<file path="config.mk">
export PLATFORM = sky130hd
export DESIGN_NAME = mra_order_unit
export DESIGN_NICKNAME = d
export VERILOG_FILES = /design/src/core/mra_pkg.sv /design/src/core/mra_order_unit.sv /design/src/core/mra_region_decode.sv
export SDC_FILE = /design/constraint.sdc
export NUM_CORES = 1
export LEC_CHECK = 0
export BUFFER_PORTS_ARGS = -buffer_cell sky130_fd_sc_hd__clkbuf_2
export CORE_AREA = 8 8 140 142
export DETAILED_ROUTE_END_ITERATION = 12
export DIE_AREA = 0 0 148 150
export PLACE_DENSITY_LB_ADDON = 0.12
export SLEW_MARGIN = 20
export SYNTH_ARGS = -nofsm -noshare
export SYNTH_HDL_FRONTEND = slang
export SYNTH_HIERARCHICAL = 1
export SYNTH_SLANG_ARGS = --single-unit
</file>
<file path="constraint.sdc">
create_clock -name clk -period 10.6 [get_ports clk]
set_clock_uncertainty 0.2 [all_clocks]
set_input_delay 0.53 -clock clk [delete_from_list [all_inputs] [get_ports clk]]
set_output_delay 0.53 -clock clk [all_outputs]
set_load 0.05 [all_outputs]
</file>
<file path="src/core/mra_pkg.sv">
// Shared constants and types for the memory region attribute and ordering unit.
package mra_pkg;

  // Region start addresses; each region runs up to the next base.
  localparam logic [31:0] CODE_BASE   = 32'h00000000;
  localparam logic [31:0] SRAM_BASE   = 32'h20000000;
  localparam logic [31:0] PERIPH_BASE = 32'h40000000;
  localparam logic [31:0] XRAM_BASE   = 32'h60000000;
  localparam logic [31:0] XDEV_BASE   = 32'hA0000000;
  localparam logic [31:0] PRIV_BUS_BASE = 32'hE0000000;
  localparam logic [31:0] PRIV_BUS_LAST = 32'hE00FFFFF;
  localparam logic [31:0] VENDOR_BASE = 32'hE0100000;

  // Ordering class index into the outstanding counters.
  localparam logic [1:0] CLS_NORMAL = 2'h0;
  localparam logic [1:0] CLS_DEV_NS = 2'h1;
  localparam logic [1:0] CLS_DEV_SH = 2'h2;
  localparam logic [1:0] CLS_STRONG = 2'h3;

  typedef enum logic [1:0] {
    MT_NORMAL,
    MT_DEVICE,
    MT_STRONG
  } mra_mem_kind_type;

  typedef enum logic [1:0] {
    BS_IDLE,
    BS_MEM_BAR,
    BS_SYNC_BAR,
    BS_INST_BAR
  } mra_bar_state_type;

  // Attributes that travel beside every access.
  typedef struct packed {
    mra_mem_kind_type kind;
    logic             execute_never_attr;
    logic             shareable;
  } mra_attr_type;

  // A data access as the load/store unit presents it.
  typedef struct packed {
    logic [31:0] addr;
    logic [31:0] wdata;
    logic        write;
    logic        shareable;
  } mra_data_req_type;

  // Tag that the data bus echoes back with each completion.
  typedef struct packed {
    mra_attr_type attr;
    logic         write;
  } mra_tag_type;

endpackage

</file>
<file path="src/core/mra_order_unit.sv">
// Region attribute decode, access ordering and barrier logic for one core.
// Contract
// - Normal accesses need no ordering; they only wait behind strong ones.
// - Device accesses stay in order with same-shareability device and with strong accesses.
// - Strongly-ordered accesses stay in order with every other access.
// - Device writes are posted; strong writes ack only on completion.
// - Fetches from execute-never regions are blocked and raise a fault.
// - Device/strong pairs of matching shareability are observed in order.
// - No ordering between normal and device, or across device shareability.
// - Code, internal RAM and external RAM decode normal, executable.
// - Peripheral, external device and vendor regions are device, no-exec.
// - Private peripheral bus window decodes strongly-ordered, no-exec.
// - Fetch and data paths are separate and may both move each cycle.
// - Data memory barrier drains all accesses before any later one starts.
// - Data sync barrier drains all accesses before later instructions run.
// - Instruction sync barrier drains, flushes and refetches younger code.
// - Vector write, barrier, then exception fetch sees the new vector.
// - Code write then instruction sync barrier runs the modified code.
// - Map switch then data sync barrier runs under the new map.
// - Exception priority change takes effect by data sync barrier end.
// - Barrier after semaphore accesses shows them to others in order.
`timescale 1ns/1ps
module mra_order_unit #(
  parameter int CNT_W = 4
) (
  // Clock and synchronous reset.
  input  wire logic                     clk,
  input  wire logic                     rst_b,
  // Load/store unit request.
  input  wire logic                     core_dvalid,
  input  mra_pkg::mra_data_req_type     core_dreq,
  output logic                          core_dready,
  // Load/store unit answers.
  output logic                          core_wack,
  output logic                          core_rvalid,
  output logic [31:0]                   core_rdata,
  // Fetch unit request and fault.
  input  wire logic                     core_fvalid,
  input  wire logic [31:0]              core_faddr,
  output logic                          core_fready,
  output logic                          core_fault,
  output logic [31:0]                   core_fault_addr,
  // Barrier requests and their effects.
  input  wire logic                     data_memory_barrier,
  input  wire logic                     data_sync_barrier,
  input  wire logic                     instruction_sync_barrier,
  output logic                          bar_busy,
  output logic                          exec_hold,
  output logic                          bar_done,
  output logic                          sync_commit,
  output logic                          fetch_flush,
  // Data bus master side.
  output logic                          dbus_valid,
  output mra_pkg::mra_data_req_type     dbus_req,
  output mra_pkg::mra_attr_type         dbus_attr,
  input  wire logic                     dbus_ready,
  input  wire logic                     dbus_done,
  input  mra_pkg::mra_tag_type          dbus_done_tag,
  input  wire logic [31:0]              dbus_rdata,
  // Instruction bus master side.
  output logic                          ibus_valid,
  output logic [31:0]                   ibus_addr,
  input  wire logic                     ibus_ready
);

  // Whole state of the unit in one record.
  typedef struct packed {
    mra_pkg::mra_bar_state_type bar;
    logic [3:0][CNT_W-1:0]      cnt;
    logic                       dvalid;
    mra_pkg::mra_data_req_type  dreq;
    mra_pkg::mra_attr_type      dattr;
    logic                       fvalid;
    logic [31:0]                faddr;
    logic                       fault;
    logic [31:0]                fault_addr;
    logic                       wack;
    logic                       rvalid;
    logic [31:0]                rdata;
    logic                       done;
    logic                       commit;
    logic                       flush;
  } mra_state_type;

  localparam logic [CNT_W-1:0] CNT_ONE = CNT_W'(1);
  localparam logic [CNT_W-1:0] CNT_MAX = {CNT_W{1'b1}};

  mra_state_type         st;
  mra_state_type         next_st;
  mra_pkg::mra_attr_type d_attr;
  mra_pkg::mra_attr_type f_attr;
  logic [1:0]            d_cls;
  logic [1:0]            done_cls;
  logic [CNT_W+1:0]      total;
  logic                  drained;
  logic                  d_free;
  logic                  f_free;
  logic                  d_take;
  logic                  f_take;

  // Map attributes to the counter that tracks their ordering class.
  function automatic logic [1:0] cls_of(input mra_pkg::mra_attr_type a);
    logic [1:0] c;
    c = mra_pkg::CLS_NORMAL;
    if (a.kind == mra_pkg::MT_STRONG)
      c = mra_pkg::CLS_STRONG;
    else if (a.kind == mra_pkg::MT_DEVICE)
      c = a.shareable ? mra_pkg::CLS_DEV_SH : mra_pkg::CLS_DEV_NS;
    return c;
  endfunction

  // Decide whether an access of one class may start now.
  function automatic logic may_issue(input logic [1:0] c,
                                     input logic [3:0][CNT_W-1:0] n,
                                     input logic [CNT_W+1:0] tot);
    logic ok;
    ok = 1'b0;
    case (c)
      mra_pkg::CLS_STRONG: ok = (tot == '0);
      mra_pkg::CLS_DEV_NS: ok = (n[mra_pkg::CLS_DEV_NS] == '0) &&
                                (n[mra_pkg::CLS_STRONG] == '0);
      mra_pkg::CLS_DEV_SH: ok = (n[mra_pkg::CLS_DEV_SH] == '0) &&
                                (n[mra_pkg::CLS_STRONG] == '0);
      default:             ok = (n[mra_pkg::CLS_STRONG] == '0);
    endcase
    return ok && (n[c] != CNT_MAX);
  endfunction

  // Both paths decode in the request cycle so checks see attributes at once.
  mra_region_decode u_ddec (
    .addr      (core_dreq.addr),
    .shareable (core_dreq.shareable),
    .attr      (d_attr)
  );

  mra_region_decode u_fdec (
    .addr      (core_faddr),
    .shareable (1'b0),
    .attr      (f_attr)
  );

  // Outstanding totals; a drained unit has no data access staged or in flight.
  assign d_cls    = cls_of(d_attr);
  assign done_cls = cls_of(dbus_done_tag.attr);
  assign total    = (CNT_W+2)'(st.cnt[0]) + (CNT_W+2)'(st.cnt[1]) +
                    (CNT_W+2)'(st.cnt[2]) + (CNT_W+2)'(st.cnt[3]);
  assign drained  = (total == '0);

  // Request handshakes; the data path never waits on the fetch path.
  assign d_free      = !st.dvalid || dbus_ready;
  assign f_free      = !st.fvalid || ibus_ready;
  assign core_dready = d_free && (st.bar == mra_pkg::BS_IDLE) &&
                       may_issue(d_cls, st.cnt, total);
  assign core_fready = f_free && (st.bar != mra_pkg::BS_INST_BAR);
  assign d_take      = core_dvalid && core_dready;
  assign f_take      = core_fvalid && core_fready;

  // Next state: staging, counting, answers and the barrier sequencer.
  always_comb
  begin
    next_st        = st;
    next_st.fault  = 1'b0;
    next_st.wack   = 1'b0;
    next_st.rvalid = 1'b0;
    next_st.done   = 1'b0;
    next_st.commit = 1'b0;
    next_st.flush  = 1'b0;
    if (st.dvalid && dbus_ready)
      next_st.dvalid = 1'b0;
    // Count from acceptance so a staged access already blocks younger ones.
    if (d_take)
    begin
      next_st.dvalid = 1'b1;
      next_st.dreq   = core_dreq;
      next_st.dattr  = d_attr;
      next_st.cnt[d_cls] = next_st.cnt[d_cls] + CNT_ONE;
      if (core_dreq.write && d_attr.kind != mra_pkg::MT_STRONG)
        next_st.wack = 1'b1;
    end
    if (dbus_done)
    begin
      next_st.cnt[done_cls] = next_st.cnt[done_cls] - CNT_ONE;
      if (!dbus_done_tag.write)
      begin
        next_st.rvalid = 1'b1;
        next_st.rdata  = dbus_rdata;
      end
      else if (dbus_done_tag.attr.kind == mra_pkg::MT_STRONG)
        next_st.wack = 1'b1;
    end
    // Fetch staging; blocked fetches never reach the instruction bus.
    if (st.fvalid && ibus_ready)
      next_st.fvalid = 1'b0;
    if (f_take)
    begin
      if (f_attr.execute_never_attr)
      begin
        next_st.fault      = 1'b1;
        next_st.fault_addr = core_faddr;
      end
      else
      begin
        next_st.fvalid = 1'b1;
        next_st.faddr  = core_faddr;
      end
    end
    // Barriers are taken one at a time; the sync barrier wins a tie.
    case (st.bar)
      mra_pkg::BS_IDLE:
      begin
        if (data_sync_barrier)
          next_st.bar = mra_pkg::BS_SYNC_BAR;
        else if (instruction_sync_barrier)
          next_st.bar = mra_pkg::BS_INST_BAR;
        else if (data_memory_barrier)
          next_st.bar = mra_pkg::BS_MEM_BAR;
      end
      mra_pkg::BS_MEM_BAR:
      begin
        if (drained)
        begin
          next_st.bar  = mra_pkg::BS_IDLE;
          next_st.done = 1'b1;
        end
      end
      mra_pkg::BS_SYNC_BAR:
      begin
        if (drained)
        begin
          next_st.bar    = mra_pkg::BS_IDLE;
          next_st.done   = 1'b1;
          next_st.commit = 1'b1;
        end
      end
      mra_pkg::BS_INST_BAR:
      begin
        if (drained)
        begin
          next_st.bar   = mra_pkg::BS_IDLE;
          next_st.done  = 1'b1;
          next_st.flush = 1'b1;
        end
      end
      default:
        next_st.bar = mra_pkg::BS_IDLE;
    endcase
  end

  // State register with synchronous reset.
  always_ff @(posedge clk)
  begin
    if (!rst_b)
      st <= '0;
    else
      st <= next_st;
  end

  // Every output except core_dready and core_fready comes from the state record.
  assign core_wack       = st.wack;
  assign core_rvalid     = st.rvalid;
  assign core_rdata      = st.rdata;
  assign core_fault      = st.fault;
  assign core_fault_addr = st.fault_addr;
  assign bar_busy        = (st.bar != mra_pkg::BS_IDLE);
  assign exec_hold       = (st.bar == mra_pkg::BS_SYNC_BAR);
  assign bar_done        = st.done;
  assign sync_commit     = st.commit;
  assign fetch_flush     = st.flush;
  assign dbus_valid      = st.dvalid;
  assign dbus_req        = st.dreq;
  assign dbus_attr       = st.dattr;
  assign ibus_valid      = st.fvalid;
  assign ibus_addr       = st.faddr;
endmodule

</file>
<file path="src/core/mra_region_decode.sv">
// Combinational address map decoder giving memory type and execute-never.
`timescale 1ns/1ps
module mra_region_decode (
  // Access address and its requested shareability.
  input  wire logic [31:0]          addr,
  input  wire logic                 shareable,
  // Decoded attributes.
  output mra_pkg::mra_attr_type     attr
);

  // Walk the map from the top down so each test needs only a lower bound.
  always_comb
  begin
    attr.shareable = shareable;
    if (addr >= mra_pkg::VENDOR_BASE)
    begin
      attr.kind = mra_pkg::MT_DEVICE;
      attr.execute_never_attr = 1'b1;
    end
    else if (addr >= mra_pkg::PRIV_BUS_BASE)
    begin
      attr.kind = mra_pkg::MT_STRONG;
      attr.execute_never_attr = 1'b1;
    end
    else if (addr >= mra_pkg::XDEV_BASE)
    begin
      attr.kind = mra_pkg::MT_DEVICE;
      attr.execute_never_attr = 1'b1;
    end
    else if (addr >= mra_pkg::XRAM_BASE)
    begin
      attr.kind = mra_pkg::MT_NORMAL;
      attr.execute_never_attr = 1'b0;
    end
    else if (addr >= mra_pkg::PERIPH_BASE)
    begin
      attr.kind = mra_pkg::MT_DEVICE;
      attr.execute_never_attr = 1'b1;
    end
    else
    begin
      attr.kind = mra_pkg::MT_NORMAL;
      attr.execute_never_attr = 1'b0;
    end
  end

endmodule
</file>
Yosys cells after proc, flatten, opt, wreduce, memory -nomap -nowiden:

Index checks and enable logic that the tools add are counted.

* register bits: 191
* logic and storage cells: 140
* input port bits: 145
* output and inout bits: 178

* multiplexer cells: 48
* reductions and logical operators: 34
* $lt $le $gt $ge: 14
* bitwise operators: 2
* add/subtract/negate cells: 5
* equality and inequality tests: 15

Operators by type and width (count)
* 32-bit greater-or-equal comparator, second input constant: 6
* 32-bit by 31-bit greater-or-equal comparator with 1-bit output, second input constant: 4
* 33-bit two-way mux: 3
* 87-bit two-way mux: 1
* 66-bit two-way mux: 1
* 34-bit two-way mux: 1
* 16-bit bitwise mux: 2
* 2-bit two-way mux: 12
* 4-bit binary-select mux with 2-bit select: 2
* 4-bit demux with 2-bit select: 2
* 16-bit two-way mux: 1
* 4-bit two-way mux: 4
* 2-bit AND reduction: 8
* 1-bit logical AND: 13
* 2-bit == test, second input constant: 6
* 4-bit zero test: 3
* 1-bit two-way mux: 12
* 3-bit two-way mux: 4
* 2-bit by 1-bit == test with 1-bit output, second input constant: 4
* 4-bit inequality test, second input constant: 2
* 5-bit by 4-bit adder with 6-bit output: 1
* 6-bit by 4-bit adder with 6-bit output: 1
* 6-bit zero test: 1
* 2-bit by 3-bit < comparator with 1-bit output, second input constant: 2
* other kinds (16): 22

Logic depth before layout (Yosys ltp):

Gate-level depths: netlist of the first run.

* word-level depth: 21
* gate-level depth with buffers: 18
* gate-level depth less buffers: 16

Hierarchy:

The synthesis of the first run kept the hierarchy.

By module, submodules not included
* mra_order_unit: cells each 1174, area each 9221.3 µm², instances 1, sequential area each 3843.7 µm²
* mra_region_decode: cells each 8, area each 78.8 µm², instances 2, sequential area each 0.0 µm²

Least setup slack after synthesis of the first run:

Ideal clock, no wire load.

* kind: register to register
* start: reg st[175] (netlist bit)
* end: reg st[177] (netlist bit)
* library setup time: 0.073 ns
* path slack: 5.402 ns
* clock period less this slack: 5.198 ns
* buffers on the path: 1
* stages on the path, launching flop included: 16
* data required time: 10.327 ns
* arrival: 4.924 ns
* path through: dfxtp_1 > fa_1 > fa_1 > ha_1 > inv_1 > fa_1 > nor4b_1 > nand2_1 > nor4_4 > o2111ai_2 > mux2i_1 > or4_1 > or4b_1 > buf_2 > or4_1 > o211ai_2

* longest elaborated chain between the ends: 14
* elaborated cells on any way between the ends: 19
* those cells by class: add/sub (5); eq/ne (1); mux (9); reduce/logical (4)

Ends and longest elaborated chain
* start: declaration: line mra_order_unit.sv:88 `mra_state_type st;`
* start signal: assignment: line mra_order_unit.sv:255 `st <= next_st;`
* 4-bit by 4-bit adder with 5-bit output: line mra_order_unit.sv:145 `assign total = (CNT_W+2)'(st.cnt[0]) + (CNT_W+2)'(st.cnt[1]) +`
* 5-bit by 4-bit adder with 6-bit output: line mra_order_unit.sv:145
* 6-bit by 4-bit adder with 6-bit output: line mra_order_unit.sv:146 `(CNT_W+2)'(st.cnt[2]) + (CNT_W+2)'(st.cnt[3]);`
* 6-bit zero test: line mra_order_unit.sv:119 `mra_pkg::CLS_STRONG: ok = (tot == '0);`
* 1-bit case mux with 3 select lines: line mra_order_unit.sv:118 `case (c)`
* 1-bit logical AND: line mra_order_unit.sv:126 `return ok && (n[c] != CNT_MAX);`
* 1-bit logical AND: line mra_order_unit.sv:152 `assign core_dready = d_free && (st.bar == mra_pkg::BS_IDLE) &&`
* 1-bit logical AND: line mra_order_unit.sv:155 `assign d_take = core_dvalid && core_dready;`
* 87-bit two-way mux (*): line mra_order_unit.sv:171 `if (d_take)`
* 4-bit binary-select mux with 2-bit select: line mra_order_unit.sv:182 `next_st.cnt[done_cls] = next_st.cnt[done_cls] - CNT_ONE;`
* 4-bit two-way mux (not written as such): line mra_order_unit.sv:182
* 4-bit by 1-bit subtractor with 4-bit output: line mra_order_unit.sv:182
* 16-bit bitwise mux: line mra_order_unit.sv:182
* 16-bit two-way mux (*): line mra_order_unit.sv:180 `if (dbus_done)`

Mark *: on every way between the ends. The rest lies on a longest branch, timed or not. The select of a mux whose other input is x is not followed.
A chain may end at the register's enable or synchronous reset.

Worst setup path in the final report of the first run:

* start: reg st[180] (netlist bit)
* end: reg st[177] (netlist bit)

Same word-level chain as after synthesis.

==> impl_results.html, run 1 <==
<table>
<tr><th>Metric</th><th>Value</th></tr>
<tr><th colspan="2">Pwr</th></tr>
<tr><td>Net switching power</td><td>around 700 µW</td></tr>
<tr><td>Sw frac</td><td>35.61%</td></tr>
<tr><td>Internal Pwr Total</td><td>approximately 1.3 mW</td></tr>
<tr><td>P per Cell Area</td><td>roughly 190 mW/mm²</td></tr>
<tr><td>Sequential share of power</td><td>about two fifths</td></tr>
<tr><td>Leakage power of the design</td><td>~4.7 nW</td></tr>
<tr><td>Comb pwr share</td><td>25.5%</td></tr>
<tr><td>Clock group share of total power</td><td>approximately a third</td></tr>
<tr><td>Maximum VDD drop</td><td>0.1348 mV</td></tr>
<tr><th colspan="2">Placed design</th></tr>
<tr><td>Final HPWL DP</td><td>18060 µm</td></tr>
<tr><td>Number of buffers inserted by port buffering</td><td>roughly 320</td></tr>
<tr><td>Gpl congestion</td><td>0.9302</td></tr>
<tr><th colspan="2">Floorplan</th></tr>
<tr><td>Ports placed on the boundary</td><td>around 320</td></tr>
<tr><td>Placeable core area</td><td>roughly 0.018 mm²</td></tr>
<tr><td>Width of the die</td><td>about 150 µm</td></tr>
<tr><td>Starting Density</td><td>53.10%</td></tr>
<tr><td>Placement Rows</td><td>between 40 and 50</td></tr>
<tr><td>Die Height</td><td>about 150 µm</td></tr>
<tr><td>Die area</td><td>between 0.02 and 0.025 mm²</td></tr>
<tr><th colspan="2">CTS</th></tr>
<tr><td>Buffers inserted during post-CTS setup optimization</td><td>0</td></tr>
<tr><td>Htree depth</td><td>4</td></tr>
<tr><td>CTS sink count</td><td>roughly 190</td></tr>
<tr><td>Number of clock buffers inserted by TritonCTS</td><td>17</td></tr>
<tr><td>Clock latency at the later pin of the worst-skew pair</td><td>~430 ps</td></tr>
<tr><td>CTS tree</td><td>done</td></tr>
<tr><td>Root buf cell</td><td>sky130_fd_sc_hd__clkbuf_16</td></tr>
<tr><td>Clock-pin transition on the worst setup and hold timing paths</td><td>about 70 ps</td></tr>
<tr><td># resized after CTS</td><td>0</td></tr>
<tr><td>Hold_buf cts</td><td>0</td></tr>
<tr><td>Worst-case clock buffer depth</td><td>2</td></tr>
<tr><th colspan="2">Worst setup path</th></tr>
<tr><td>CP cell instances</td><td>fa_1, fa_1, inv_1, fa_1, nor4b_1, nand2_1, nor4_4, o2111ai_2, mux2i_1, or4_1, or4b_1, or4_1, o211ai_2</td></tr>
<tr><td>Cell mode on critical path</td><td>sky130_fd_sc_hd__fa_1</td></tr>
<tr><td>Required time of the critical path</td><td>between 10000 and 15000 ps</td></tr>
<tr><td>Setup CP Type</td><td>reg -&gt; reg</td></tr>
<tr><td>Crit-path max FO</td><td>9</td></tr>
<tr><td>Worst path slowest cell</td><td>sky130_fd_sc_hd__or4b_1</td></tr>
<tr><td>Crit-path max cell delay</td><td>approximately 640 ps</td></tr>
<tr><td>Launching element type of the critical path</td><td>flop</td></tr>
<tr><td>Kind of end point of the critical path</td><td>flop</td></tr>
<tr><td>Data arrival at the endpoint of the critical path</td><td>5880 ps</td></tr>
<tr><th colspan="2">Synthesis</th></tr>
<tr><td>Netlist area before placement</td><td>just over 0.009 mm²</td></tr>
<tr><td>Net count after synthesis</td><td>roughly 1300</td></tr>
<tr><td>Mean instance size in the synthesized netlist</td><td>approximately 7.9 µm²</td></tr>
<tr><td>Syn. warnings</td><td>6</td></tr>
<tr><td>Number of instances in the synthesized netlist</td><td>approximately 1200</td></tr>
<tr><th colspan="2">STA</th></tr>
<tr><td>Total of endpoints with negative setup slack in the final report</td><td>0</td></tr>
<tr><td>Final min period</td><td>~5700 ps</td></tr>
<tr><td>Number of max-slew violations in the final report</td><td>0</td></tr>
<tr><td>Least-Margin Pin Slew</td><td>about 1000 ps</td></tr>
<tr><td>Final-layout worst hold slack</td><td>approximately 120 ps</td></tr>
<tr><td>RSZ-0062 raised after global routing</td><td>no</td></tr>
<tr><td>TNS Setup</td><td>0 ps</td></tr>
<tr><td>Period Utilization, post-route</td><td>a little over half</td></tr>
<tr><td>Fmax</td><td>174.8 MHz</td></tr>
<tr><td>Endpoints failing hold</td><td>0</td></tr>
<tr><td>Max-slew headroom</td><td>29.91%</td></tr>
<tr><th colspan="2">Route</th></tr>
<tr><td>Via count normalized by instance count</td><td>between 5 and 6</td></tr>
<tr><td>DRT Wirelength</td><td>24460 µm</td></tr>
<tr><td>First-pass iteration count of the detailed router</td><td>5</td></tr>
<tr><td>Number of violations reported at the end of detailed-routing iteration 0</td><td>402</td></tr>
<tr><td>Number of remaining DRC errors</td><td>0</td></tr>
<tr><td>Via total after detailed routing</td><td>roughly 7700</td></tr>
<tr><td>DRT antenna net count</td><td>0</td></tr>
<tr><td>Avg WL per Cell</td><td>around 16 µm</td></tr>
<tr><th colspan="2">Run status</th></tr>
<tr><td>Outcome</td><td>completed</td></tr>
<tr><th colspan="2">Global routing</th></tr>
<tr><td>GRT Resource Usage Total</td><td>between 20% and 30%</td></tr>
<tr><td>Via count of the first global-routing pass</td><td>~7300</td></tr>
<tr><td>Largest net degree at the start of global routing</td><td>94</td></tr>
<tr><td>Initial antenna violation count</td><td>0</td></tr>
<tr><td>Global-route wire length before repair</td><td>~38000 µm</td></tr>
<tr><td>Grt total ovfl</td><td>0</td></tr>
<tr><th colspan="2">Finish</th></tr>
<tr><td>Share of post-route cells with drive strength above 1</td><td>about 30%</td></tr>
<tr><td>NumNets Final</td><td>1464</td></tr>
<tr><td>Area growth syn-to-layout</td><td>11.45%</td></tr>
<tr><td>Most common cell after layout, fill and taps aside</td><td>sky130_fd_sc_hd__nand2_1</td></tr>
<tr><td>Top library cells by usage in the layout, fill and taps aside</td><td>365 x sky130_fd_sc_hd__nand2_1, 321 x sky130_fd_sc_hd__clkbuf_2, 192 x sky130_fd_sc_hd__dfxtp_1</td></tr>
<tr><td>Antenna Diode Count</td><td>0</td></tr>
<tr><th colspan="2">Flow run</th></tr>
<tr><td># Max-Cap Violations</td><td>0</td></tr>
<tr><th colspan="2">Min path</th></tr>
<tr><td>Worst hold-check path type</td><td>in -&gt; reg</td></tr>
</table>
-- area by class of cell --
type | count | area, µm²
timing repair buffer | 330 | 1674
clock inverter | 14 | 173.9
sequential | 192 | 3844
clock buffer | 18 | 429.2
tap | 229 | 286.5
multi-input combinational | 738 | 3889
inverter | 20 | 80.08
fill | 1681 | 7158
-- power groups by stage --
stage               logic, mW  clock network (mW)  registers [mW]
global placement        0.500                   0           0.822
global route            0.539               0.702           0.814
finish                  0.499               0.653           0.807
floorplan               0.426                   0           0.823
CTS                     0.504               0.670           0.807
detailed placement      0.502                   0           0.824
-- flip-flops by register name, summed over array words and instances (netlist names), 4 cells and up --
signal           cells
dbus_req            66
core_fault_addr     32
core_rdata          32
ibus_addr           32
st                  18
dbus_attr            4
-- critical path, delay by kind of cell (launching register included) --
kind | cells | cell delay, ps
AO/OA/AOI/OAI | 2 | 440
buffers and inverters | 1 | 70
AND/OR/NAND/NOR | 6 | 2680
adder cells (fa/ha/maj) | 3 | 1580
flip-flops | 1 | 490
multiplexers | 1 | 200
-- worst paths after layout --
kind | from | depth (start not counted) | endpoint | slack [ps]
max | st[180] | 13 | st[177] | 4880
min | dbus_rdata[9] | 3 | core_rdata[9] | 120
max reg2reg | st[180] | 13 | st[177] | 4880
min reg2reg | dbus_req[65] | 2 | dbus_req[65] | 250
-- through the flow --
step	std cells	area, µm²	power (mW)	setup WS, ps	util (%)
final	1541	10380	1.960	4878	59.18
after global routing	1541	10380	2.055	4686	59.18
after CTS	1541	10380	1.981	4905	59.18
after detailed placement	1509	9773	1.326	4932	55.74
after global placement	1509	9773	1.321	4971	55.74
after floorplan	1183	9310	1.249	5402	-
-- routing by layer --
| layer | up-vias | routed length [µm] | global-route usage, % |
|---|---|---|---|
| met5 | - | 0 | 0 |
| met4 | 0 | 420 | 5.813 |
| met3 | 32 | 1894 | 6.350 |
| met2 | 268 | 12040 | 36.42 |
| met1 | 3483 | 10110 | 25.27 |
| li1 | 3934 | - | - |
Note: power is estimated with default switching activity, not from simulation.
==> run 2, diff against run 1 <==
--- a/config.mk
+++ b/config.mk
@@ -6,9 +6,9 @@
 export NUM_CORES = 1
 export LEC_CHECK = 0
 export BUFFER_PORTS_ARGS = -buffer_cell sky130_fd_sc_hd__clkbuf_2
-export CORE_AREA = 8 8 140 142
+export CORE_AREA = 8 8 145 147
 export DETAILED_ROUTE_END_ITERATION = 12
-export DIE_AREA = 0 0 148 150
+export DIE_AREA = 0 0 153 155
 export PLACE_DENSITY_LB_ADDON = 0.12
 export SLEW_MARGIN = 20
 export SYNTH_ARGS = -nofsm -noshare
==> constraint.sdc (replaced) <==
create_clock -name clk -period 5.8 [get_ports clk]
set_clock_uncertainty 0.2 [all_clocks]
set_input_delay 0.29 -clock clk [delete_from_list [all_inputs] [get_ports clk]]
set_output_delay 0.29 -clock clk [all_outputs]
set_load 0.05 [all_outputs]
==> impl_results.html, run 2 (synthesized netlist as in run 1, its figures left out) <==
<table>
<tr><th>Metric</th><th>Value</th></tr>
<tr><th colspan="2">STA</th></tr>
<tr><td>Period Utilization, post-route</td><td>approximately nine tenths</td></tr>
<tr><td>RSZ-0062 raised after global routing</td><td>no</td></tr>
<tr><td>Final min period</td><td>about 5300 ps</td></tr>
<tr><td>Total of endpoints with negative setup slack in the final report</td><td>0</td></tr>
<tr><td>Final-layout worst hold slack</td><td>36.86 ps</td></tr>
<tr><td>Least-Margin Pin Slew</td><td>859.9 ps</td></tr>
<tr><td>Fmax</td><td>around 190 MHz</td></tr>
<tr><td>Endpoints failing hold</td><td>0</td></tr>
<tr><td>TNS Setup</td><td>0 ps</td></tr>
<tr><td>Max-slew headroom</td><td>approximately 43%</td></tr>
<tr><td>Number of max-slew violations in the final report</td><td>0</td></tr>
<tr><td>Post-route worst setup slack</td><td>between 500 and 600 ps</td></tr>
<tr><th colspan="2">CTS</th></tr>
<tr><td>Htree depth</td><td>4</td></tr>
<tr><td>Worst-case clock buffer depth</td><td>2</td></tr>
<tr><td>Clock-pin transition on the worst setup and hold timing paths</td><td>70 ps</td></tr>
<tr><td>Root buf cell</td><td>sky130_fd_sc_hd__clkbuf_16</td></tr>
<tr><td>Number of clock buffers inserted by TritonCTS</td><td>17</td></tr>
<tr><td>CTS sink count</td><td>192</td></tr>
<tr><td>CTS tree</td><td>done</td></tr>
<tr><td>Clock latency at the later pin of the worst-skew pair</td><td>about 430 ps</td></tr>
<tr><th colspan="2">Pwr</th></tr>
<tr><td>Leakage power of the design</td><td>around 5.3 nW</td></tr>
<tr><td>Sw frac</td><td>between 30% and 40%</td></tr>
<tr><td>Sequential share of power</td><td>39.9%</td></tr>
<tr><td>Comb pwr share</td><td>roughly 27%</td></tr>
<tr><td>Maximum VDD drop</td><td>0.2095 mV</td></tr>
<tr><td>Internal Pwr Total</td><td>2.387 mW</td></tr>
<tr><td>Net switching power</td><td>between 1 and 1.5 mW</td></tr>
<tr><td>Clock group share of total power</td><td>about 33%</td></tr>
<tr><td>P per Cell Area</td><td>313.5 mW/mm²</td></tr>
<tr><th colspan="2">Worst setup path</th></tr>
<tr><td>Data arrival at the endpoint of the critical path</td><td>between 5000 and 6000 ps</td></tr>
<tr><td>Crit-path max cell delay</td><td>between 500 and 600 ps</td></tr>
<tr><td>Worst path slowest cell</td><td>sky130_fd_sc_hd__or4b_1</td></tr>
<tr><td>Endpoint of the worst setup timing path</td><td>st[177]</td></tr>
<tr><td>Kind of end point of the critical path</td><td>flop</td></tr>
<tr><td>Launching element type of the critical path</td><td>flop</td></tr>
<tr><td>Setup crit start</td><td>st[179]</td></tr>
<tr><td>Beginning of the worst register-to-register path</td><td>st[179]</td></tr>
<tr><td>Total number of cells along the worst setup path</td><td>15</td></tr>
<tr><td>Crit-path max FO</td><td>9</td></tr>
<tr><td>Crit Reg-Reg Endpoint</td><td>st[177]</td></tr>
<tr><td>Setup CP Type</td><td>reg -&gt; reg</td></tr>
<tr><td>Gate family responsible for the most delay along the worst path</td><td>simple AND/OR/NAND/NOR gates</td></tr>
<tr><td>CP cell instances</td><td>fa_1, fa_1, ha_1, inv_1, fa_1, nor4b_1, nand2_1, nor4_4, buf_4, o2111ai_2, mux2i_1, or4_1, or4b_1, or4_1, o211ai_2</td></tr>
<tr><td>Worst reg-to-reg setup slack</td><td>between 500 and 600 ps</td></tr>
<tr><td>Buffers plus inverters on the worst setup path</td><td>2</td></tr>
<tr><td>Cell mode on critical path</td><td>sky130_fd_sc_hd__fa_1</td></tr>
<tr><td>Cell count of the worst reg-to-reg path</td><td>15</td></tr>
<tr><td>Required time of the critical path</td><td>5960 ps</td></tr>
<tr><th colspan="2">Route</th></tr>
<tr><td>Number of violations reported at the end of detailed-routing iteration 0</td><td>between 400 and 500</td></tr>
<tr><td>DRT Wirelength</td><td>about 26000 µm</td></tr>
<tr><td>Number of remaining DRC errors</td><td>0</td></tr>
<tr><td>First-pass iteration count of the detailed router</td><td>4</td></tr>
<tr><td>Via total after detailed routing</td><td>8318</td></tr>
<tr><td>DRT antenna net count</td><td>0</td></tr>
<tr><td>Via count normalized by instance count</td><td>approximately 4.9</td></tr>
<tr><td>Avg WL per Cell</td><td>between 15 and 20 µm</td></tr>
<tr><th colspan="2">Finish</th></tr>
<tr><td>Filler cell count in the final layout</td><td>between 1500 and 2000</td></tr>
<tr><td>Top library cells by usage in the layout, fill and taps aside</td><td>365 x sky130_fd_sc_hd__nand2_1, 321 x sky130_fd_sc_hd__clkbuf_2, 192 x sky130_fd_sc_hd__dfxtp_1</td></tr>
<tr><td>FF+latch area</td><td>around 0.0038 mm²</td></tr>
<tr><td>Area growth syn-to-layout</td><td>26.70%</td></tr>
<tr><td>Most common cell after layout, fill and taps aside</td><td>sky130_fd_sc_hd__nand2_1</td></tr>
<tr><td>Final instance area</td><td>0.01180 mm²</td></tr>
<tr><td>Flip-flop count of the largest register after layout</td><td>66</td></tr>
<tr><td>Non-Filler Instances</td><td>1691</td></tr>
<tr><td>Area of the multi-input gates</td><td>0.003889 mm²</td></tr>
<tr><td>Share of post-route cells with drive strength above 1</td><td>a little over a quarter</td></tr>
<tr><td>NumNets Final</td><td>between 1500 and 2000</td></tr>
<tr><th colspan="2">Placed design</th></tr>
<tr><td>DP Cell Count</td><td>approximately 1500</td></tr>
<tr><td>Final HPWL DP</td><td>between 15000 and 20000 µm</td></tr>
<tr><td>Post-placement cell area</td><td>0.009834 mm²</td></tr>
<tr><td>Number of buffers inserted by port buffering</td><td>~320</td></tr>
<tr><td>Gpl congestion</td><td>~0.90</td></tr>
<tr><td>Placement-stage worst setup slack</td><td>around 560 ps</td></tr>
<tr><th colspan="2">Floorplan</th></tr>
<tr><td>Die area</td><td>around 0.024 mm²</td></tr>
<tr><td>Placement Rows</td><td>51</td></tr>
<tr><td>Placeable core area</td><td>0.01895 mm²</td></tr>
<tr><td>Width of the die</td><td>about 150 µm</td></tr>
<tr><td>Die Height</td><td>approximately 160 µm</td></tr>
<tr><td>Ports placed on the boundary</td><td>between 300 and 400</td></tr>
<tr><td>Starting Density</td><td>49.13%</td></tr>
<tr><th colspan="2">Global routing</th></tr>
<tr><td>Met3 capacity usage during global routing</td><td>5.853%</td></tr>
<tr><td>Via count of the first global-routing pass</td><td>8032</td></tr>
<tr><td>Met1 layer usage reported by global route</td><td>approximately a quarter</td></tr>
<tr><td>Initial antenna violation count</td><td>2</td></tr>
<tr><td>GRT Resource Usage Total</td><td>a little over a fifth</td></tr>
<tr><td>Largest net degree at the start of global routing</td><td>roughly 110</td></tr>
<tr><td>Global-route wire length before repair</td><td>about 42000 µm</td></tr>
<tr><td>Met2 usage in global routing</td><td>36.93%</td></tr>
<tr><td>Busiest grt layer</td><td>met2</td></tr>
<tr><td>Grt total ovfl</td><td>0</td></tr>
<tr><th colspan="2">Flow run</th></tr>
<tr><td># Max-Cap Violations</td><td>0</td></tr>
<tr><th colspan="2">Min path</th></tr>
<tr><td>Worst hold-check path type</td><td>in -&gt; reg</td></tr>
<tr><th colspan="2">Run status</th></tr>
<tr><td>Outcome</td><td>completed</td></tr>
</table>
run 2: cell types whose count changed in the layout (fill, tap and decap cells not counted), sizes merged:
| cell | change |
|---|---|
| clkinv | +2 |
| dlygate4sd3 | +134 |
| inv | -2 |
| buf | +5 |
| diode | +2 |
run 2: routing by layer:
| layer | up-vias | part of all wire [%] |
|---|---|---|
| met4 | 0 | 2.8 |
| met3 | 49 | 5.9 |
| met1 | 3791 | 42 |
| met2 | 268 | 49 |
| met5 | - | 0 |
| li1 | 4210 | - |
run 2: metrics by stage:
step	util [%]	total power [mW]
after floorplan	-	2.282
after global placement	51.89	2.428
after detailed placement	51.89	2.437
after CTS	62.22	3.738
after global routing	62.24	3.872
final	62.24	3.698
run 2: area by class of cell:
class	instances	area share [%]
diodes	2	0.04243
clock buffers	18	3.723
clock inverters	14	1.496
inverters	20	0.6788
multi-input cells	738	32.97
flip-flops and latches	192	32.58
well taps	238	2.524
repair buffers	469	25.99
run 2: worst min path at each step:
stage / start / end / slack, ps / depth (start not counted)
3_3_place_gp: dbus_req[18] / dbus_req[18] / 240 / 2
5_1_grt: dbus_ready / dbus_valid / 50 / 3
4_1_cts: dbus_ready / dbus_valid / 20 / 3
3_5_place_dp: dbus_req[25] / dbus_req[25] / 240 / 2
6_report: dbus_ready / dbus_valid / 40 / 3
2_1_floorplan: core_faddr[0] / core_fault_addr[0] / 230 / 2
run 2: repair_timing:
item | 4_1_cts | 5_1_grt
setup buffers | 0 | 0
hold buffers | 134 | 0
endpoints found under the hold margin | 165 | 0
gates resized for setup | 0 | 0
run 2: power groups by stage:
stage	logic, mW	registers [mW]	clock network [mW]
6_report	1.00	1.47	1.22
5_1_grt	1.08	1.49	1.30
4_1_cts	1.01	1.47	1.25
3_5_place_dp	0.932	1.51	0
3_3_place_gp	0.927	1.50	0
2_1_floorplan	0.778	1.50	0
run 2: worst min-delay path, cell delays in order:
cell	delay (ps)
sky130_fd_sc_hd__clkbuf_2	70
sky130_fd_sc_hd__nand2b_1	160
sky130_fd_sc_hd__a21oi_1	80
==> run 3, diff against run 2 <==
--- a/config.mk
+++ b/config.mk
@@ -10,6 +10,7 @@
 export DETAILED_ROUTE_END_ITERATION = 12
 export DIE_AREA = 0 0 153 155
 export PLACE_DENSITY_LB_ADDON = 0.12
+export RECOVER_POWER = 100
 export SLEW_MARGIN = 20
 export SYNTH_ARGS = -nofsm -noshare
 export SYNTH_HDL_FRONTEND = slang
==> impl_results.html, run 3 (synthesized netlist as in run 1, its figures left out) <==
<table>
<tr><th>Metric</th><th>Value</th></tr>
<tr><th colspan="2">STA</th></tr>
<tr><td>RSZ-0062 raised after global routing</td><td>no</td></tr>
<tr><td>Max-slew headroom</td><td>-134.2%</td></tr>
<tr><td>Number of max-slew violations in the final report</td><td>187</td></tr>
<tr><td>Fmax</td><td>around 190 MHz</td></tr>
<tr><td>Endpoints failing hold</td><td>0</td></tr>
<tr><td>Least-Margin Pin Slew</td><td>around 3500 ps</td></tr>
<tr><td>Period Utilization, post-route</td><td>between 90 and 100%</td></tr>
<tr><td>Final-layout worst hold slack</td><td>34.68 ps</td></tr>
<tr><td>Final min period</td><td>5372 ps</td></tr>
<tr><td>TNS Setup</td><td>0 ps</td></tr>
<tr><td>Total of endpoints with negative setup slack in the final report</td><td>0</td></tr>
<tr><th colspan="2">Worst setup path</th></tr>
<tr><td>Required time of the critical path</td><td>roughly 6000 ps</td></tr>
<tr><td>Data arrival at the endpoint of the critical path</td><td>about 5500 ps</td></tr>
<tr><td>Kind of end point of the critical path</td><td>flop</td></tr>
<tr><td>Beginning of the worst register-to-register path</td><td>st[179]</td></tr>
<tr><td>Launching element type of the critical path</td><td>primary input</td></tr>
<tr><td>Setup CP Type</td><td>in -&gt; reg</td></tr>
<tr><td>Worst reg-to-reg setup slack</td><td>approximately 500 ps</td></tr>
<tr><td>Setup crit start</td><td>core_dreq[58]</td></tr>
<tr><td>Cell count of the worst reg-to-reg path</td><td>15</td></tr>
<tr><td>Crit Reg-Reg Endpoint</td><td>st[177]</td></tr>
<tr><td>Crit-path max FO</td><td>15</td></tr>
<tr><th colspan="2">Floorplan</th></tr>
<tr><td>Width of the die</td><td>153 µm</td></tr>
<tr><td>Starting Density</td><td>a little under 50%</td></tr>
<tr><td>Die Height</td><td>about 160 µm</td></tr>
<tr><td>Ports placed on the boundary</td><td>323</td></tr>
<tr><td>Die area</td><td>approximately 0.024 mm²</td></tr>
<tr><td>Placement Rows</td><td>51</td></tr>
<tr><td>Placeable core area</td><td>between 0.015 and 0.02 mm²</td></tr>
<tr><th colspan="2">Finish</th></tr>
<tr><td>Top library cells by usage in the layout, fill and taps aside</td><td>365 x sky130_fd_sc_hd__nand2_1, 192 x sky130_fd_sc_hd__dfxtp_1, 183 x sky130_fd_sc_hd__a21oi_1, 183 x sky130_fd_sc_hd__clkbuf_1, 141 x sky130_fd_sc_hd__clkbuf_2</td></tr>
<tr><td>Flip-flop count of the largest register after layout</td><td>66</td></tr>
<tr><td>NumNets Final</td><td>1603</td></tr>
<tr><td>Most common cell after layout, fill and taps aside</td><td>sky130_fd_sc_hd__nand2_1</td></tr>
<tr><td>Share of post-route cells with drive strength above 1</td><td>around 14%</td></tr>
<tr><td>Filler cell count in the final layout</td><td>around 1800</td></tr>
<tr><td>Area growth syn-to-layout</td><td>23.95%</td></tr>
<tr><th colspan="2">CTS</th></tr>
<tr><td>CTS sink count</td><td>192</td></tr>
<tr><td>Buffers inserted during post-CTS setup optimization</td><td>0</td></tr>
<tr><td>CTS tree</td><td>done</td></tr>
<tr><td>Clock-pin transition on the worst setup and hold timing paths</td><td>70 ps</td></tr>
<tr><td>Worst-case clock buffer depth</td><td>2</td></tr>
<tr><td>Root buf cell</td><td>sky130_fd_sc_hd__clkbuf_16</td></tr>
<tr><td>Clock latency at the later pin of the worst-skew pair</td><td>about 430 ps</td></tr>
<tr><td>Htree depth</td><td>4</td></tr>
<tr><td>Number of clock buffers inserted by TritonCTS</td><td>17</td></tr>
<tr><th colspan="2">Global routing</th></tr>
<tr><td>Largest net degree at the start of global routing</td><td>105</td></tr>
<tr><td>Via count of the first global-routing pass</td><td>~8000</td></tr>
<tr><td>Grt total ovfl</td><td>0</td></tr>
<tr><td>Global-route wire length before repair</td><td>~42000 µm</td></tr>
<tr><td>GRT Resource Usage Total</td><td>about a fifth</td></tr>
<tr><td>Initial antenna violation count</td><td>2</td></tr>
<tr><th colspan="2">Placed design</th></tr>
<tr><td>Final HPWL DP</td><td>~18000 µm</td></tr>
<tr><td>Gpl congestion</td><td>0.9024</td></tr>
<tr><td>Number of buffers inserted by port buffering</td><td>between 300 and 400</td></tr>
<tr><th colspan="2">Min path</th></tr>
<tr><td>Worst hold-check path type</td><td>in -&gt; reg</td></tr>
<tr><td>Beginning of the worst hold path</td><td>dbus_ready</td></tr>
<tr><td>Hold path depth</td><td>3</td></tr>
<tr><td>Worst hold path endpoint</td><td>dbus_valid</td></tr>
<tr><th colspan="2">Route</th></tr>
<tr><td>DRT Wirelength</td><td>between 20000 and 30000 µm</td></tr>
<tr><td>Via total after detailed routing</td><td>8359</td></tr>
<tr><td>DRT antenna net count</td><td>0</td></tr>
<tr><td>Number of remaining DRC errors</td><td>0</td></tr>
<tr><td>Via count normalized by instance count</td><td>4.943</td></tr>
<tr><td>Avg WL per Cell</td><td>roughly 16 µm</td></tr>
<tr><td>Number of violations reported at the end of detailed-routing iteration 0</td><td>~510</td></tr>
<tr><td>First-pass iteration count of the detailed router</td><td>7</td></tr>
<tr><th colspan="2">Run status</th></tr>
<tr><td>Violations in the final reports</td><td>capacitance limit, slew limit</td></tr>
<tr><td>Outcome</td><td>finished with violations</td></tr>
<tr><th colspan="2">Pwr</th></tr>
<tr><td>P per Cell Area</td><td>about 320 mW/mm²</td></tr>
<tr><td>Leakage power of the design</td><td>~4.7 nW</td></tr>
<tr><td>Maximum VDD drop</td><td>approximately 0.21 mV</td></tr>
<tr><td>Power, Total</td><td>about 3.7 mW</td></tr>
<tr><th colspan="2">Flow run</th></tr>
<tr><td># Max-Cap Violations</td><td>2</td></tr>
</table>
==> run 3: cell types whose count changed in the layout (fill, tap and decap cells not counted), sizes merged <==
cell	before	now
clkinvlp	2	3
inv	25	24
buf	14	11
clkbuf	339	342
==> run 3: report_power, final <==
| group | switching [mW] | internal (mW) | total [mW] |
|---|---|---|---|
| Combinational | 0.698 | 0.282 | 0.980 |
| Clock | 0.553 | 0.666 | 1.22 |
| Sequential | 0.0581 | 1.42 | 1.47 |
==> run 3: per-stage QoR <==
stage               std cells  setup WS [ps]  area [µm²]  util [%]
finish                   1691          428.2       11540     60.89
global route             1691          92.80       11540     60.89
CTS                      1689          529.7       11790     62.22
detailed placement       1523          559.2        9834     51.89
global placement         1523          582.9        9834     51.89
floorplan                1183          602.4        9310         -
==> run 3: critical path, stage by stage <==
cell and delay (ps):
sky130_fd_sc_hd__dlygate4sd3_1 550, sky130_fd_sc_hd__clkbuf_2 120, sky130_fd_sc_hd__nor4b_2 330, sky130_fd_sc_hd__and3_1 630
sky130_fd_sc_hd__nand2b_1 220, sky130_fd_sc_hd__o21ai_0 160, sky130_fd_sc_hd__inv_1 150, sky130_fd_sc_hd__ha_1 280
sky130_fd_sc_hd__mux2i_1 250, sky130_fd_sc_hd__o21ai_2 160, sky130_fd_sc_hd__o2111ai_1 680, sky130_fd_sc_hd__mux2i_1 330
sky130_fd_sc_hd__o221ai_2 200, sky130_fd_sc_hd__or4b_1 580, sky130_fd_sc_hd__or4_1 500, sky130_fd_sc_hd__o211ai_2 90
==> run 3: worst max path at each step <==
stage               cells after the start  slack, ps      end
finish                                 16        430  st[177]
global route                           16         90  st[177]
CTS                                    15        530  st[177]
detailed placement                     15        560  st[177]
global placement                       14        580  st[177]
floorplan                              15        600  st[177]
==> run 3: repair_timing <==
item                      in CTS  in global routing
resized for setup              0                  0
hold buffers                 134                  0
hold endpoints to repair     165                  0
==> run 3: layer usage <==
metal	wire, µm	up-vias	track usage, %	share of wire, %
met5	0	-	0	0
met4	731	0	8.718	2.8
met1	11130	3828	24.67	42
li1	-	4211	-	-
met2	13030	271	36.93	49
met3	1617	49	5.853	6.1
==> run 3: layout make-up <==
cell class                      instances  area [µm²]  share of cell area [%]
Tap cell                              238       297.8                   2.581
Inverter                               20       78.83                  0.6831
Clock inverter                         14       176.4                   1.529
Antenna cell                            2       5.005                 0.04337
Timing Repair Buffer                  469        2829                   24.51
Multi-Input combinational cell        738        3870                   33.54
Clock buffer                           18       439.2                   3.806
Sequential cell                       192        3844                   33.31
